**config.mk**
```make
export PLATFORM = sky130hd
export DESIGN_NAME = hbd_top
export DESIGN_NICKNAME = d
export VERILOG_FILES = /design/src/rtl/hbd_top.v /design/src/rtl/hbd_ms_tick.v /design/src/rtl/hbd_avg.v
export VERILOG_INCLUDE_DIRS = /design/src /design/src/shared
export SDC_FILE = /design/constraint.sdc
export NUM_CORES = 1
export LEC_CHECK = 0
export BUFFER_PORTS_ARGS = -buffer_cell sky130_fd_sc_hd__buf_2
export CAP_MARGIN = 20
export CORE_ASPECT_RATIO = 0.6
export CORE_MARGIN = 2
export CORE_UTILIZATION = 45
export DETAILED_ROUTE_END_ITERATION = 6
export PLACE_DENSITY = 0.66
export SLEW_MARGIN = 20
export SYNTH_ARGS = -nofsm -noshare
export SYNTH_HDL_FRONTEND = slang
export SYNTH_SLANG_ARGS = --single-unit
```
**constraint.sdc**
```tcl
create_clock -name pclk -period 2.3 [get_ports pclk]
set_input_delay 0.115 -clock pclk [delete_from_list [all_inputs] [get_ports pclk]]
set_output_delay 0.115 -clock pclk [all_outputs]
set_load 0.05 [all_outputs]
```
**src/shared/hbd_map.vh**
```
// Register map, field positions, reset values and timing counts
// ****************************************************************
// ****************************************************************
`ifndef HBD_MAP_VH
`define HBD_MAP_VH

// Register byte offsets
`define HBD_CTRL 12'h000
`define HBD_THRESH 12'h004
`define HBD_INTERVAL 12'h008
`define HBD_STATUS 12'h00c
`define HBD_EVENT 12'h010
`define HBD_CLEAR 12'h014
`define HBD_ENABLE 12'h018
`define HBD_LOAD 12'h01c

// Control fields
`define HBD_CTRL_AVG_LSB 0
`define HBD_CTRL_HPTEST_EN 2
`define HBD_CTRL_RES_LSB 3
`define HBD_CTRL_RESET 32'h0000_0000

// Threshold reset values, one byte each: A/D, D/B, B/C, C/mic
`define HBD_THRESH_RESET 32'he0_c0_80_40

// Interval field: milliseconds, 9 bits
`define HBD_INTERVAL_RESET 9'h000
`define HBD_INTERVAL_MIN 9'h002
`define HBD_INTERVAL_MAX 9'h1f4

// Event bit positions: press a..d in 3:0, release a..d in 7:4
`define HBD_EV_PRESS_LSB 0
`define HBD_EV_REL_LSB 4

// Timing
`define HBD_CLK_MHZ 100
`define HBD_MS_US 1000
`define HBD_MS_CYCLES (`HBD_CLK_MHZ * `HBD_MS_US)

// Load thresholds in ohms per select code
`define HBD_RES_0 16'd1000
`define HBD_RES_1 16'd2500
`define HBD_RES_2 16'd5000
`define HBD_RES_3 16'd10000

`endif

```
**src/rtl/hbd_top.v**
```verilog
// Headset button detection and load test with APB register access
//
// The address map and register access over APB were decided locally.
`timescale 1ns/1ps
`include "hbd_map.vh"
module hbd_top (
  // APB
  input wire pclk,
  input wire presetn,
  input wire psel,
  input wire penable,
  input wire pwrite,
  input wire [11:0] paddr,
  input wire [31:0] pwdata,
  output reg [31:0] prdata,
  output reg pready,
  output reg pslverr,
  // Jack detection status from the detect logic
  input wire jack_detect_done,
  input wire jack_four_pole,
  input wire jack_inserted,
  // Analog front end (asynchronous)
  input wire mic_supply_on,
  input wire [7:0] mic_ratio,
  input wire mic_press_raw,
  input wire [15:0] hp_load_ohm,
  input wire hp_ramp_active,
  // Outputs
  output reg irq,
  output reg measure_req
);

  // ****************************************************************
  // Input synchronisers
  // ****************************************************************
  reg [1:0] s1_reg;
  reg [1:0] s2_reg;
  reg [7:0] r1_reg;
  reg [7:0] r2_reg;
  reg [15:0] l1_reg;
  reg [15:0] l2_reg;
  reg p1_reg;
  reg p2_reg;

  // Two flops on every analog front-end input
  // Ratio and load words are settled analog levels; a bit may lag a cycle,
  // so ratio is only used after the press has stood for a whole tick, load only while the ramp runs
  always @(posedge pclk or negedge presetn) begin
    if (!presetn) begin
      s1_reg <= 2'h0;
      s2_reg <= 2'h0;
      r1_reg <= 8'h00;
      r2_reg <= 8'h00;
      l1_reg <= 16'h0000;
      l2_reg <= 16'h0000;
      p1_reg <= 1'b0;
      p2_reg <= 1'b0;
    end else begin
      s1_reg <= {hp_ramp_active, mic_supply_on};
      s2_reg <= s1_reg;
      r1_reg <= mic_ratio;
      r2_reg <= r1_reg;
      l1_reg <= hp_load_ohm;
      l2_reg <= l1_reg;
      p1_reg <= mic_press_raw;
      p2_reg <= p1_reg;
    end
  end

  wire supply_s = s2_reg[0];
  wire ramp_s = s2_reg[1];

  // ****************************************************************
  // Registers
  // ****************************************************************
  reg [31:0] ctrl_reg;
  reg [31:0] thresh_reg;
  reg [8:0] interval_reg;
  reg [7:0] event_reg;
  reg [7:0] enable_reg;
  reg [7:0] btn_sts_reg;
  reg [3:0] held_reg;
  reg any_press_reg;
  reg button_mode_reg;
  reg hp_comp_reg;
  reg hp_valid_reg;
  reg [7:0] ev_set;

  wire wr_en = psel && penable && pwrite;
  wire rd_en = psel && penable && !pwrite;
  wire [1:0] avg_sel = ctrl_reg[`HBD_CTRL_AVG_LSB +: 2];
  wire hptest_en = ctrl_reg[`HBD_CTRL_HPTEST_EN];
  wire [1:0] res_sel = ctrl_reg[`HBD_CTRL_RES_LSB +: 2];

  // Address decoder for the error response of reads and writes
  function mapped;
    input [11:0] a;
    begin
      mapped = (a == `HBD_CTRL) || (a == `HBD_THRESH) ||
               (a == `HBD_INTERVAL) || (a == `HBD_STATUS) ||
               (a == `HBD_EVENT) || (a == `HBD_CLEAR) ||
               (a == `HBD_ENABLE) || (a == `HBD_LOAD);
    end
  endfunction

  // Classify a ratio against the four thresholds
  function [3:0] classify;
    input [7:0] v;
    input [31:0] t;
    begin
      if (v < t[7:0])
        classify = 4'b0001; // A
      else if (v < t[15:8])
        classify = 4'b1000; // D
      else if (v < t[23:16])
        classify = 4'b0010; // B
      else if (v < t[31:24])
        classify = 4'b0100; // C
      else
        classify = 4'b0000; // Microphone, no button
    end
  endfunction

  // Writable control registers
  always @(posedge pclk or negedge presetn) begin
    if (!presetn) begin
      ctrl_reg <= `HBD_CTRL_RESET;
      thresh_reg <= `HBD_THRESH_RESET;
      interval_reg <= `HBD_INTERVAL_RESET;
      enable_reg <= 8'h00;
    end else if (wr_en) begin
      case (paddr)
        `HBD_CTRL: ctrl_reg <= {27'h0, pwdata[4:0]};
        `HBD_THRESH: thresh_reg <= pwdata;
        `HBD_INTERVAL: begin
          // Clamp nonzero values into the legal range
          if (pwdata[8:0] == 9'h000)
            interval_reg <= 9'h000;
          else if (pwdata[8:0] < `HBD_INTERVAL_MIN)
            interval_reg <= `HBD_INTERVAL_MIN;
          else if (pwdata[8:0] > `HBD_INTERVAL_MAX)
            interval_reg <= `HBD_INTERVAL_MAX;
          else
            interval_reg <= pwdata[8:0];
        end
        `HBD_ENABLE: enable_reg <= pwdata[7:0];
        default: ;
      endcase
    end
  end

  // Sticky events, set wins over clear
  always @(posedge pclk or negedge presetn) begin
    if (!presetn)
      event_reg <= 8'h00;
    else if (wr_en && paddr == `HBD_CLEAR)
      event_reg <= (event_reg & ~pwdata[7:0]) | ev_set;
    else
      event_reg <= event_reg | ev_set;
  end

  // APB answer: zero wait states, error on unmapped address
  always @(posedge pclk or negedge presetn) begin
    if (!presetn) begin
      prdata <= 32'h0000_0000;
      pready <= 1'b0;
      pslverr <= 1'b0;
    end else begin
      pready <= psel && !penable;
      pslverr <= psel && !penable && !mapped(paddr);
      if (psel && !penable && !pwrite) begin
        case (paddr)
          `HBD_CTRL: prdata <= ctrl_reg;
          `HBD_THRESH: prdata <= thresh_reg;
          `HBD_INTERVAL: prdata <= {23'h0, interval_reg};
          `HBD_STATUS: prdata <= {18'h0, button_mode_reg, any_press_reg,
                                  held_reg, btn_sts_reg};
          `HBD_EVENT: prdata <= {24'h0, event_reg};
          `HBD_ENABLE: prdata <= {24'h0, enable_reg};
          `HBD_LOAD: prdata <= {30'h0, hp_valid_reg, hp_comp_reg};
          default: prdata <= 32'h0000_0000;
        endcase
      end
    end
  end

  // ****************************************************************
  // Button polling
  // ****************************************************************
  localparam ST_IDLE = 2'b00;
  localparam ST_WAIT = 2'b01;
  localparam ST_MEAS = 2'b10;
  localparam ST_HELD = 2'b11;

  reg [1:0] state_reg;
  reg [8:0] ms_cnt_reg;
  reg avg_start;
  wire tick;
  wire avg_done;
  wire [7:0] avg_val;

  hbd_ms_tick u_tick (
    .pclk(pclk),
    .presetn(presetn),
    .tick(tick)
  );

  hbd_avg u_avg (
    .pclk(pclk),
    .presetn(presetn),
    .start(avg_start),
    .sample_en(tick),
    .sample(r2_reg),
    .avg_sel(avg_sel),
    .done(avg_done),
    .result(avg_val)
  );

  // Poll state machine
  always @(posedge pclk or negedge presetn) begin
    if (!presetn) begin
      state_reg <= ST_IDLE;
      ms_cnt_reg <= 9'h000;
      button_mode_reg <= 1'b0;
      btn_sts_reg <= 8'h00;
      held_reg <= 4'h0;
      any_press_reg <= 1'b0;
      avg_start <= 1'b0;
      measure_req <= 1'b0;
      ev_set <= 8'h00;
    end else begin
      avg_start <= 1'b0;
      ev_set <= 8'h00;
      if (!jack_inserted) begin
        button_mode_reg <= 1'b0;
        state_reg <= ST_IDLE;
        measure_req <= 1'b0;
        held_reg <= 4'h0;
        any_press_reg <= 1'b0;
      end else if (jack_detect_done && jack_four_pole) begin
        button_mode_reg <= 1'b1;
      end
      if (jack_inserted) begin
        case (state_reg)
          ST_IDLE: begin
            // Interval only honoured in button mode
            if (button_mode_reg && interval_reg != 9'h000) begin
              ms_cnt_reg <= interval_reg;
              state_reg <= ST_WAIT;
            end
          end
          ST_WAIT: begin
            if (interval_reg == 9'h000) begin
              state_reg <= ST_IDLE;
            end else if (tick) begin
              if (ms_cnt_reg <= 9'h001) begin
                if (p2_reg && supply_s) begin
                  measure_req <= 1'b1;
                  avg_start <= 1'b1;
                  state_reg <= ST_MEAS;
                end else if (p2_reg) begin
                  // No supply: only a generic press
                  any_press_reg <= 1'b1;
                  held_reg <= 4'h0;
                  state_reg <= ST_HELD;
                end else begin
                  ms_cnt_reg <= interval_reg;
                end
              end else begin
                ms_cnt_reg <= ms_cnt_reg - 9'h001;
              end
            end
          end
          ST_MEAS: begin
            if (avg_done) begin
              measure_req <= 1'b0;
              btn_sts_reg <= avg_val;
              held_reg <= classify(avg_val, thresh_reg);
              ev_set[`HBD_EV_PRESS_LSB +: 4] <=
                classify(avg_val, thresh_reg);
              any_press_reg <= 1'b1;
              state_reg <= ST_HELD;
            end
          end
          ST_HELD: begin
            // Further presses ignored until release
            if (tick && !p2_reg) begin
              ev_set[`HBD_EV_REL_LSB +: 4] <= held_reg;
              held_reg <= 4'h0;
              any_press_reg <= 1'b0;
              ms_cnt_reg <= interval_reg;
              state_reg <= ST_WAIT;
            end
          end
          default: state_reg <= ST_IDLE;
        endcase
      end
    end
  end

  // ****************************************************************
  // Headphone versus line output test
  // ****************************************************************
  reg [15:0] res_ohm;

  // Threshold select decode
  always @* begin
    case (res_sel)
      2'b00: res_ohm = `HBD_RES_0;
      2'b01: res_ohm = `HBD_RES_1;
      2'b10: res_ohm = `HBD_RES_2;
      default: res_ohm = `HBD_RES_3;
    endcase
  end

  // Compare load against threshold while the ramp runs
  always @(posedge pclk or negedge presetn) begin
    if (!presetn) begin
      hp_comp_reg <= 1'b0;
      hp_valid_reg <= 1'b0;
    end else if (hptest_en && ramp_s) begin
      hp_comp_reg <= (l2_reg < res_ohm);
      hp_valid_reg <= 1'b1;
    end else if (!hptest_en) begin
      hp_valid_reg <= 1'b0;
    end
  end

  // ****************************************************************
  // Interrupt
  // ****************************************************************
  // Enabled events drive the level output; masks leave flags alone
  always @(posedge pclk or negedge presetn) begin
    if (!presetn)
      irq <= 1'b0;
    else
      irq <= |(event_reg & enable_reg);
  end

endmodule

```
**src/rtl/hbd_ms_tick.v**
```verilog
// Millisecond enable pulse divider
`timescale 1ns/1ps
`include "hbd_map.vh"
module hbd_ms_tick #(
  parameter MS_CYCLES = `HBD_MS_CYCLES
) (
  // Clock and reset
  input wire pclk,
  input wire presetn,
  // Tick out
  output reg tick
);
  // Reload value, cut to the counter width on purpose
  localparam integer LAST_I = MS_CYCLES - 1;
  reg [16:0] cnt_reg;

  // Count down one millisecond, pulse at terminal
  always @(posedge pclk or negedge presetn) begin
    if (!presetn) begin
      cnt_reg <= 17'h00000;
      tick <= 1'b0;
    end else if (cnt_reg == 17'h00000) begin
      cnt_reg <= LAST_I[16:0];
      tick <= 1'b1;
    end else begin
      cnt_reg <= cnt_reg - 17'h00001;
      tick <= 1'b0;
    end
  end
endmodule

```
**src/rtl/hbd_avg.v**
```verilog
// Accumulator that averages 1, 2, 4 or 8 eight-bit samples
`timescale 1ns/1ps
module hbd_avg (
  // Clock and reset
  input wire pclk,
  input wire presetn,
  // Control
  input wire start,
  input wire sample_en,
  input wire [7:0] sample,
  input wire [1:0] avg_sel,
  // Result
  output reg done,
  output reg [7:0] result
);
  reg [10:0] sum_reg;
  reg [3:0] left_reg;
  reg busy_reg;
  // Running sum with this sample, and its scaled average
  wire [10:0] sum_new = sum_reg + {3'h0, sample};
  wire [10:0] avg_new = sum_new >> avg_sel;

  // One sample per enable, shift sum by log2 count at the end
  always @(posedge pclk or negedge presetn) begin
    if (!presetn) begin
      sum_reg <= 11'h000;
      left_reg <= 4'h0;
      busy_reg <= 1'b0;
      done <= 1'b0;
      result <= 8'h00;
    end else begin
      done <= 1'b0;
      if (start) begin
        sum_reg <= 11'h000;
        left_reg <= 4'h1 << avg_sel;
        busy_reg <= 1'b1;
      end else if (busy_reg && sample_en) begin
        if (left_reg == 4'h1) begin
          result <= avg_new[7:0];
          busy_reg <= 1'b0;
          done <= 1'b1;
        end
        sum_reg <= sum_new;
        left_reg <= left_reg - 4'h1;
      end
    end
  end
endmodule

```
==> results of run 1 <==
-- layout make-up --
class / instances / share of cell area
tap: 315 / 0.0295
multi-input combinational: 677 / 0.358
timing repair buffer: 220 / 0.118
clock buffer: 32 / 0.0486
sequential: 227 / 0.426
inverter: 45 / 0.0130
clock inverter: 10 / 0.00637
antenna: 1 / 0.000187
-- worst max path at each step --
stage	to	slack, ps	cells past startpoint
floorplan	u_avg.result[5]	-90	8
global placement	u_avg.result[3]	-140	8
detailed placement	u_avg.result[5]	-150	8
CTS	u_avg.result[5]	-160	8
global route	u_avg.result[3]	-270	8
finish	u_avg.result[5]	-180	8
-- cell usage in the layout, fill, tap and decap left out, drive strengths merged, types with 6 or more instances in the layout --
cell type    Yosys  layout
a211oi          10      10
inv             44      45
mux2            63      63
a22o             6       6
nand4            8       8
nor2            59      59
and2             9       9
dfstp            7       7
a21o            20      20
dlygate4sd3      0      64
o31ai            6       6
nand2          125     125
nand3           17      17
xor2             9       9
mux2i           14      14
a31oi            9       9
nand2b          14      14
clkbuf          24      32
o21ai           76      76
dfrtp          220     220
a21oi           38      38
o21a             6       6
xnor2           14      14
nor4             8       8
and3             8       8
a22oi           12      12
nor2b           10      10
nor3            18      18
buf             12     156
clkinv           1       8
ha              55      55
-- power groups by stage --
stage                     Clock (mW)  Sequential [mW]  Combinational [mW]
after floorplan                    0             4.28               0.670
after global placement             0             4.30                1.07
after detailed placement           0             4.31                1.09
after CTS                       3.78             4.23                1.19
after global routing            3.96             4.26                1.39
final                           3.68             4.25                1.24
-- worst min-delay path, cell delays in order --
cell     delay, ps
buf_2          110
nor2b_1        140
and2_1         150
-- cell families after synthesis --
kind of cell	Yosys count	synth area share
mux	82	0.0898
buf+inv	81	0.0323
fa+ha+maj	56	0.0659
xor+xnor	23	0.0187
compound gates	220	0.133
flops	227	0.529
simple gates	296	0.131
-- repair_timing --
item	in CTS	in global routing
resized for setup	1	11
setup buffers	0	5
pin swaps	0	7
setup endpoints to repair	2	22
hold buffers	64	0
hold endpoints to repair	165	0
-- per-stage QoR --
step / instances / area (sq um) / hold WS [ps]
after floorplan: 985 / 10800 / -181
after CTS: 1521 / 13300 / 4.21
after global placement: 1415 / 11900 / 132
after detailed placement: 1415 / 11900 / 138
after global routing: 1527 / 13400 / 37.8
final: 1527 / 13400 / 18.8
-- metal layers --
layer,up-vias,share of wire,track usage
li1,3912,-,-
met1,4075,0.51,0.337
met2,214,0.41,0.323
met3,32,0.064,0.0489
met4,0,0.017,0.0429
met5,-,0,0
==> impl_metrics.tcl, run 1 <==
set metrics [dict create \
    outcome "complete, but fails checks" \
    violations "setup timing" \
    cp.arrival_ps 2890 \
    fillers 1934 \
    clkTransAtPathRegs_ps 60 \
    antenna_found_initial 1 \
    cts_tree "yes" \
    layout.area.seq_sq_um 5690 \
    worstPathMaxFanout 4 \
    clock_latency_ps 540 \
    worstHoldPathCells 3 \
    min_period_ps 2480 \
    maxSlewHeadroom 0.605 \
    r2r_start "u_avg.sum_reg[0]" \
    syn_to_final_growth_pct 24.3 \
    fp.dieW_um 204 \
    dr_total_vias 8233 \
    synth_top_area_cell "dfrtp_1" \
    cts_max_path_buffers 3 \
    grt_max_degree 75 \
    critPathRequiredTime_ps 2710 \
    rsz0062_at_grt "true" \
    seq_area_frac_synth 0.529 \
    r2r_slack_ps -180 \
    crit_family "multiplexers" \
    synth.top_cells.by_count "220 x dfrtp_1, 124 x nand2_1, 71 x o21ai_0" \
    synth_edf_count 0 \
    dieArea_sq_um 25200 \
    finalHoldViolations 0 \
    switching_share 0.266 \
    vias_per_cell 5.39 \
    io_buffers 112 \
    final_util 0.574 \
    wl_per_cell_um 17.5 \
    syn-num-nets 1120 \
    numCtsBuffers 23 \
    dpl.hpwl_mm 18.9 \
    end_kind "register" \
    p_comb_frac 0.135 \
    hold_start "psel" \
    nNetsFinal 1329 \
    min_to "pslverr" \
    ir_worst_vdd_v 0.000543 \
    grt_pass1_wl_mm 43.5 \
    ys_types 83 \
    setup_viol 2 \
    slowest_stage "mux4_2" \
    r2r-end "u_avg.result[5]" \
    placement.setup.worst_slack_ps -152 \
    ff2ff_path_depth 8 \
    synthCells 985 \
    finalCritPeriodShare 1.08 \
    synth.most_common_cell "dfrtp_1" \
    dr.pass1.iters 5 \
    powerDensity_nw_per_um2 686 \
    maxCapViolations 0 \
    synth_top_area_frac 0.512 \
    worstPathCellList "ha_2, fa_2, a211oi_4, o21bai_1, a21oi_2, xnor2_2, mux4_2, mux2_4" \
    gp_congestion 0.851 \
    timing.critical_path.buf_inv 0 \
    synth_flop_cell "dfrtp_1" \
    multi_input_area_sq_um 4790 \
    track_usage 0.221 \
    grt_overflow 0 \
    avgSynthCellArea_sq_um 10.9 \
    crit_start "u_avg.sum_reg[0]" \
    fin_ws_ps -183 \
    clk_root_buffer_cell "clkbuf_16" \
    power_mw 9.17 \
    netSwitchingPower_mw 2.44 \
    fin_tns_setup_ps -355 \
    critPathKind "reg -> reg" \
    report.final.slew_viol_count 0 \
    pwr-share-clk 0.402 \
    max_freq_ghz 0.403 \
    ys_ff_latch 227 \
    p_seq_frac 0.463 \
    hp-class "in -> reg" \
    antenna_left 0 \
    synth_area_sq_um 10800 \
    p_leak_nw 6.33 \
    htreeDepth 1 \
    initial_utilization 0.462 \
    synthTopCellsByArea "dfrtp_1 51%, ha_1 6.4%, nand2_1 4.3%" \
    ios 115 \
    numClockSinks 227 \
    yosysWarnings 0 \
    power.internal_mw 6.73 \
    synthArstFlopShare 1.00 \
    clock_skew_ps 20.7 \
    drive_above_1_share 0.220 \
    startpoint_type "register" \
    rows 43 \
    coreArea_sq_um 23300 \
    die_height_um 124 \
    grt_pass1_vias 8098 \
    remaining_drc_errors 0 \
    routed_wl_mm 26.8 \
    worst_path_largest_cell_delay_ps 470 \
    tightest_slew_ps 592 \
    drt-initial-drc-count 548 \
]
Note: power is estimated with default switching activity, not from simulation.
==> inputs of run 2 (changes only) <==
GPL_TIMING_DRIVEN = 0   (was default)
PLACE_DENSITY = default   (was 0.66)
PLACE_DENSITY_LB_ADDON = 0.25   (was default)
==> run 2 against run 1 <==
  * The flow still finishes with violations (setup timing)
  * Sequential share of layout area down 0.28 points
  * Final cell count up 0.39%
  * Non-clock buffer count up 6
  * Clock skew down 8.3 ps
  * Final area up 0.66%
  * Combinational power up 4%
  * Critical endpoint is now u_avg.result[3]
  * Largest power group unchanged
==> impl_metrics.tcl, run 2 (synthesis results as in run 1) <==
set metrics [dict create \
    clk_root_buffer_cell "clkbuf_16" \
    ir_worst_vdd_v 0.000656 \
    p_seq_frac 0.447 \
    maxSlewHeadroom 0.367 \
    dpl.hpwl_mm 19.5 \
    dr_total_vias 8341 \
    rsz0062_at_grt "true" \
    io_buffers 111 \
    numCtsBuffers 23 \
    finalCritPeriodShare 1.09 \
    p_comb_frac 0.135 \
    vias_per_cell 5.44 \
    min_period_ps 2520 \
    hold_ws_ps 30.5 \
    clock_skew_ps 12.4 \
    final_cell_mix "220 x dfrtp_1, 124 x nand2_1, 115 x buf_2" \
    critPathRequiredTime_ps 2710 \
    fin_ws_ps -218 \
    dr.pass1.iters 5 \
    violations "setup timing" \
    final_common_cell "dfrtp_1" \
    maxCapViolations 0 \
    ios 115 \
    grt_pass1_wl_mm 44.2 \
    report.final.slew_viol_count 0 \
    max_freq_ghz 0.397 \
    worstPathMaxFanout 4 \
    final_util 0.577 \
    critPathKind "reg -> reg" \
    dieArea_sq_um 25200 \
    drt-initial-drc-count 745 \
    pwr-share-clk 0.418 \
    tightest_slew_ps 943 \
    netSwitchingPower_mw 2.50 \
    grt_max_degree 87 \
    rows 43 \
    startpoint_type "register" \
    remaining_drc_errors 0 \
    routed_wl_mm 28.0 \
    initial_utilization 0.462 \
    placed_cell_area_sq_um 11800 \
    n_antenna_cell 0 \
    outcome "complete, but fails checks" \
    gp_congestion 0.915 \
    nNetsFinal 1336 \
    wl_per_cell_um 18.2 \
    cts_max_path_buffers 3 \
    die_height_um 124 \
    numClockSinks 227 \
    clkTransAtPathRegs_ps 60 \
    hp-class "in -> reg" \
    cts_tree "yes" \
    syn_to_final_growth_pct 25.1 \
    p_leak_nw 6.31 \
    cp.arrival_ps 2930 \
    setup_viol 5 \
    track_usage 0.226 \
    powerDensity_nw_per_um2 709 \
    fp.dieW_um 204 \
    drive_above_1_share 0.208 \
    end_kind "register" \
    clock_latency_ps 530 \
    antenna_left 0 \
    grt_overflow 0 \
    antenna_found_initial 0 \
    final_area_sq_um 13500 \
    power.internal_mw 7.03 \
    htreeDepth 1 \
    fin_tns_setup_ps -670 \
    coreArea_sq_um 23300 \
    grt_pass1_vias 7974 \
    finalHoldViolations 0 \
    switching_share 0.262 \
]
-- run 2: cell types whose count changed in the layout (fill, tap and decap cells not counted), sizes merged --
cell,change
dlygate4sd3,-2
bufinv,+2
buf,-16
clkbuf,+27
o2111ai,+1
clkinv,-5
diode,-1
-- run 2: layer usage --
metal,GRT usage,up-vias,wire [um],share of wire
met1,0.349,4070,14000,0.50
met2,0.319,294,11300,0.40
li1,-,3939,-,-
met3,0.0565,38,2300,0.082
met5,0,-,0,0
met4,0.0443,0,410,0.015
-- run 2: layout make-up --
class / instances / area (sq um)
plain buffers: 36 / 178
clock buffers: 35 / 691
clock inverters: 7 / 116
fillers: 1979 / 9840
inverters: 45 / 174
multi-input cells: 678 / 4860
flip-flops and latches: 227 / 5690
well taps: 315 / 394
repair buffers: 190 / 1360
-- run 2: power by group through the flow --
stage               Sequential [mW]  Combinational, mW  Clock, mW
finish                         4.26               1.29       3.99
global route                   4.27               1.42       4.28
floorplan                      4.28              0.670          0
detailed placement             4.30               1.06          0
CTS                            4.24               1.16       4.07
global placement               4.30               1.03          0
-- run 2: critical path, cell delays in order (launching register included) --
cell,delay [ps]
dfrtp_1,380
ha_2,200
fa_2,370
buf_4,150
buf_6,100
a21o_1,150
a21oi_2,180
xnor2_2,130
mux4_2,460
mux2_2,280
-- run 2: worst paths after layout --
check,from,to,slack [ps],cells after the start
max,r2_reg[0],u_avg.result[3],-220,9
min,psel,pslverr,30,3
max reg2reg,r2_reg[0],u_avg.result[3],-220,9
min reg2reg,l1_reg[7],l2_reg[7],350,0
max in group asynchronous,presetn,thresh_reg[30],960,4
min in group asynchronous,presetn,l2_reg[10],140,2
-- run 2: metrics by stage --
stage	std cells	power (mW)	setup WS, ps
2_1_floorplan	985	4.95	-85.4
6_report	1533	9.53	-218
4_1_cts	1522	9.47	-197
5_1_grt	1533	9.97	-288
3_3_place_gp	1411	5.33	-2850
3_5_place_dp	1413	5.36	-232
-- run 2: timing repair --
item,4_1_cts,5_1_grt
setup buffers,5,9
endpoints found under the setup margin,8,26
resized for setup,4,22
hold endpoints to repair,160,0
gates cloned,0,2
pin swaps,5,10
hold buffers,62,0
==> inputs of run 3 (changes only) <==
CELL_PAD_IN_SITES_DETAIL_PLACEMENT = 1   (was default)
CELL_PAD_IN_SITES_GLOBAL_PLACEMENT = 1   (was default)
CORE_UTILIZATION = 42   (was 45)
==> run 3 against run 2 <==
  * Sequential power barely moved
  * Global-route usage increased by 1.1 points
  * Final area is essentially flat
  * Via count grew 2.1%
  * Register-to-register slack got worse by 20 ps
  * The run still ends with setup timing left
  * Clock-buffer cell count did not move
  * Highest routed layer unchanged
  * Non-clock buffer count shrank 1
  * Flip-flop and latch count is the same
  * Critical path type unchanged
  * Largest power group unchanged
  * Critical path depth fell by 1
  * Final cell count is 0.91% higher
==> impl_metrics.tcl, run 3 (synthesis results as in run 1) <==
set metrics [dict create \
    final_common_cell "dfrtp_1" \
    grt_pass1_vias 8869 \
    track_usage 0.237 \
    hp-class "in -> reg" \
    hold_start "psel" \
    coreArea_sq_um 25200 \
    grt_max_degree 97 \
    dr.pass1.iters 5 \
    r2r_start "u_avg.sum_reg[0]" \
    initial_utilization 0.426 \
    final_cell_mix "220 x dfrtp_1, 124 x nand2_1, 114 x buf_2" \
    gp_congestion 0.868 \
    htreeDepth 1 \
    outcome "complete, but fails checks" \
    syn_to_final_growth_pct 25.1 \
    vias_per_cell 5.51 \
    fin_ws_ps -238 \
    tightest_slew_ps 801 \
    rows 45 \
    cts_max_path_buffers 3 \
    drive_above_1_share 0.209 \
    worstPathCellList "ha_4, fa_2, a211oi_4, o21bai_1, a21oi_2, xnor2_2, mux4_2, mux2_4" \
    cts_tree "yes" \
    power_mw 9.46 \
    end_kind "register" \
    drt-initial-drc-count 535 \
    clock_latency_ps 530 \
    min_period_ps 2540 \
    ir_worst_vdd_v 0.000410 \
    critPathKind "reg -> reg" \
    cp.arrival_ps 2940 \
    remaining_drc_errors 0 \
    dpl.hpwl_mm 21.9 \
    routed_wl_mm 31.2 \
    numClockSinks 227 \
    critPathRequiredTime_ps 2700 \
    setup_viol 4 \
    dieArea_sq_um 26900 \
    powerDensity_nw_per_um2 703 \
    ios 115 \
    startpoint_type "register" \
    dr_total_vias 8519 \
    worst_path_largest_cell_delay_ps 510 \
    final_util 0.533 \
    worstHoldPathCells 3 \
    hold_ws_ps 41.8 \
    slowest_stage "mux4_2" \
    maxCapViolations 0 \
    violations "setup timing" \
    maxSlewHeadroom 0.465 \
    crit_start "u_avg.sum_reg[0]" \
    rsz0062_at_grt "true" \
    grt_pass1_wl_mm 50.1 \
    dpl.cell_count 1427 \
    ff2ff_path_depth 8 \
    grt_overflow 0 \
    io_buffers 111 \
    max_freq_ghz 0.394 \
    wl_per_cell_um 20.2 \
    antenna_left 0 \
    nNetsFinal 1335 \
    placement.setup.worst_slack_ps -344 \
    antenna_found_initial 1 \
    numCtsBuffers 23 \
    p_leak_nw 6.29 \
    clk_root_buffer_cell "clkbuf_16" \
    stdcell_count 1547 \
    die_height_um 128 \
    fp.dieW_um 211 \
    finalCritPeriodShare 1.10 \
    clkTransAtPathRegs_ps 60 \
    worstPathMaxFanout 3 \
    finalHoldViolations 0 \
    report.final.slew_viol_count 0 \
    clock_skew_ps 24.5 \
]
==> run 3: area by class of cell <==
cell class | instances | area, sq um
Timing Repair Buffer | 189 | 1350
Clock buffer | 35 | 671
Clock inverter | 7 | 97.6
Buffer | 36 | 175
Antenna cell | 1 | 2.50
Tap cell | 329 | 412
Multi-Input combinational cell | 678 | 4890
Sequential cell | 227 | 5690
Fill cell | 2740 | 11800
Inverter | 45 | 174
==> run 3: per-layer routing <==
layer | routed length (um) | part of all wire | vias up | track usage
met5 | 0 | 0 | - | 0
met4 | 466 | 0.015 | 0 | 0.0398
met3 | 1840 | 0.059 | 38 | 0.0480
met2 | 13400 | 0.43 | 225 | 0.349
met1 | 15500 | 0.50 | 4322 | 0.365
li1 | - | - | 3934 | -
==> run 3: critical path, delay by kind of cell (launching register included) <==
family / cells / cell delay [ps]
DFF: 1 / 410
xor gates and xnor gates: 1 / 100
adders and majority gates: 2 / 540
AOI/OAI and AO/OA: 3 / 570
muxes: 2 / 780
==> run 3: what timing repair did <==
| action | in CTS | in global routing |
|---|---|---|
| gates resized for setup | 9 | 21 |
| cloned | 0 | 1 |
| setup endpoints to repair | 22 | 28 |
| hold buffers | 62 | 0 |
| endpoints found under the hold margin | 243 | 0 |
| pin swaps | 8 | 11 |
| setup buffers | 3 | 11 |
==> run 3: path summary, 6_finish.rpt <==
path | end | slack (ps)
worst max-delay path | u_avg.result[3] | -240
worst max register to register | u_avg.result[3] | -240
worst min register to register | s2_reg[1] | 350
worst min-delay path | pslverr | 40
max in group asynchronous | thresh_reg[29] | 1350
min in group asynchronous | u_tick.cnt_reg[1] | 100
==> run 3: per-stage QoR <==
stage	setup TNS, ps	instance area [sq um]
after floorplan	-158	10800
after global placement	-644290	11700
after detailed placement	-1190	11800
after CTS	-887	13300
after global routing	-1310	13500
final	-592	13500
==> run 3: report_power, final <==
part           internal (mW)  total [mW]  switching (mW)
clock network           2.24        3.84            1.60
logic                  0.522        1.37           0.845
registers               4.12        4.25           0.130
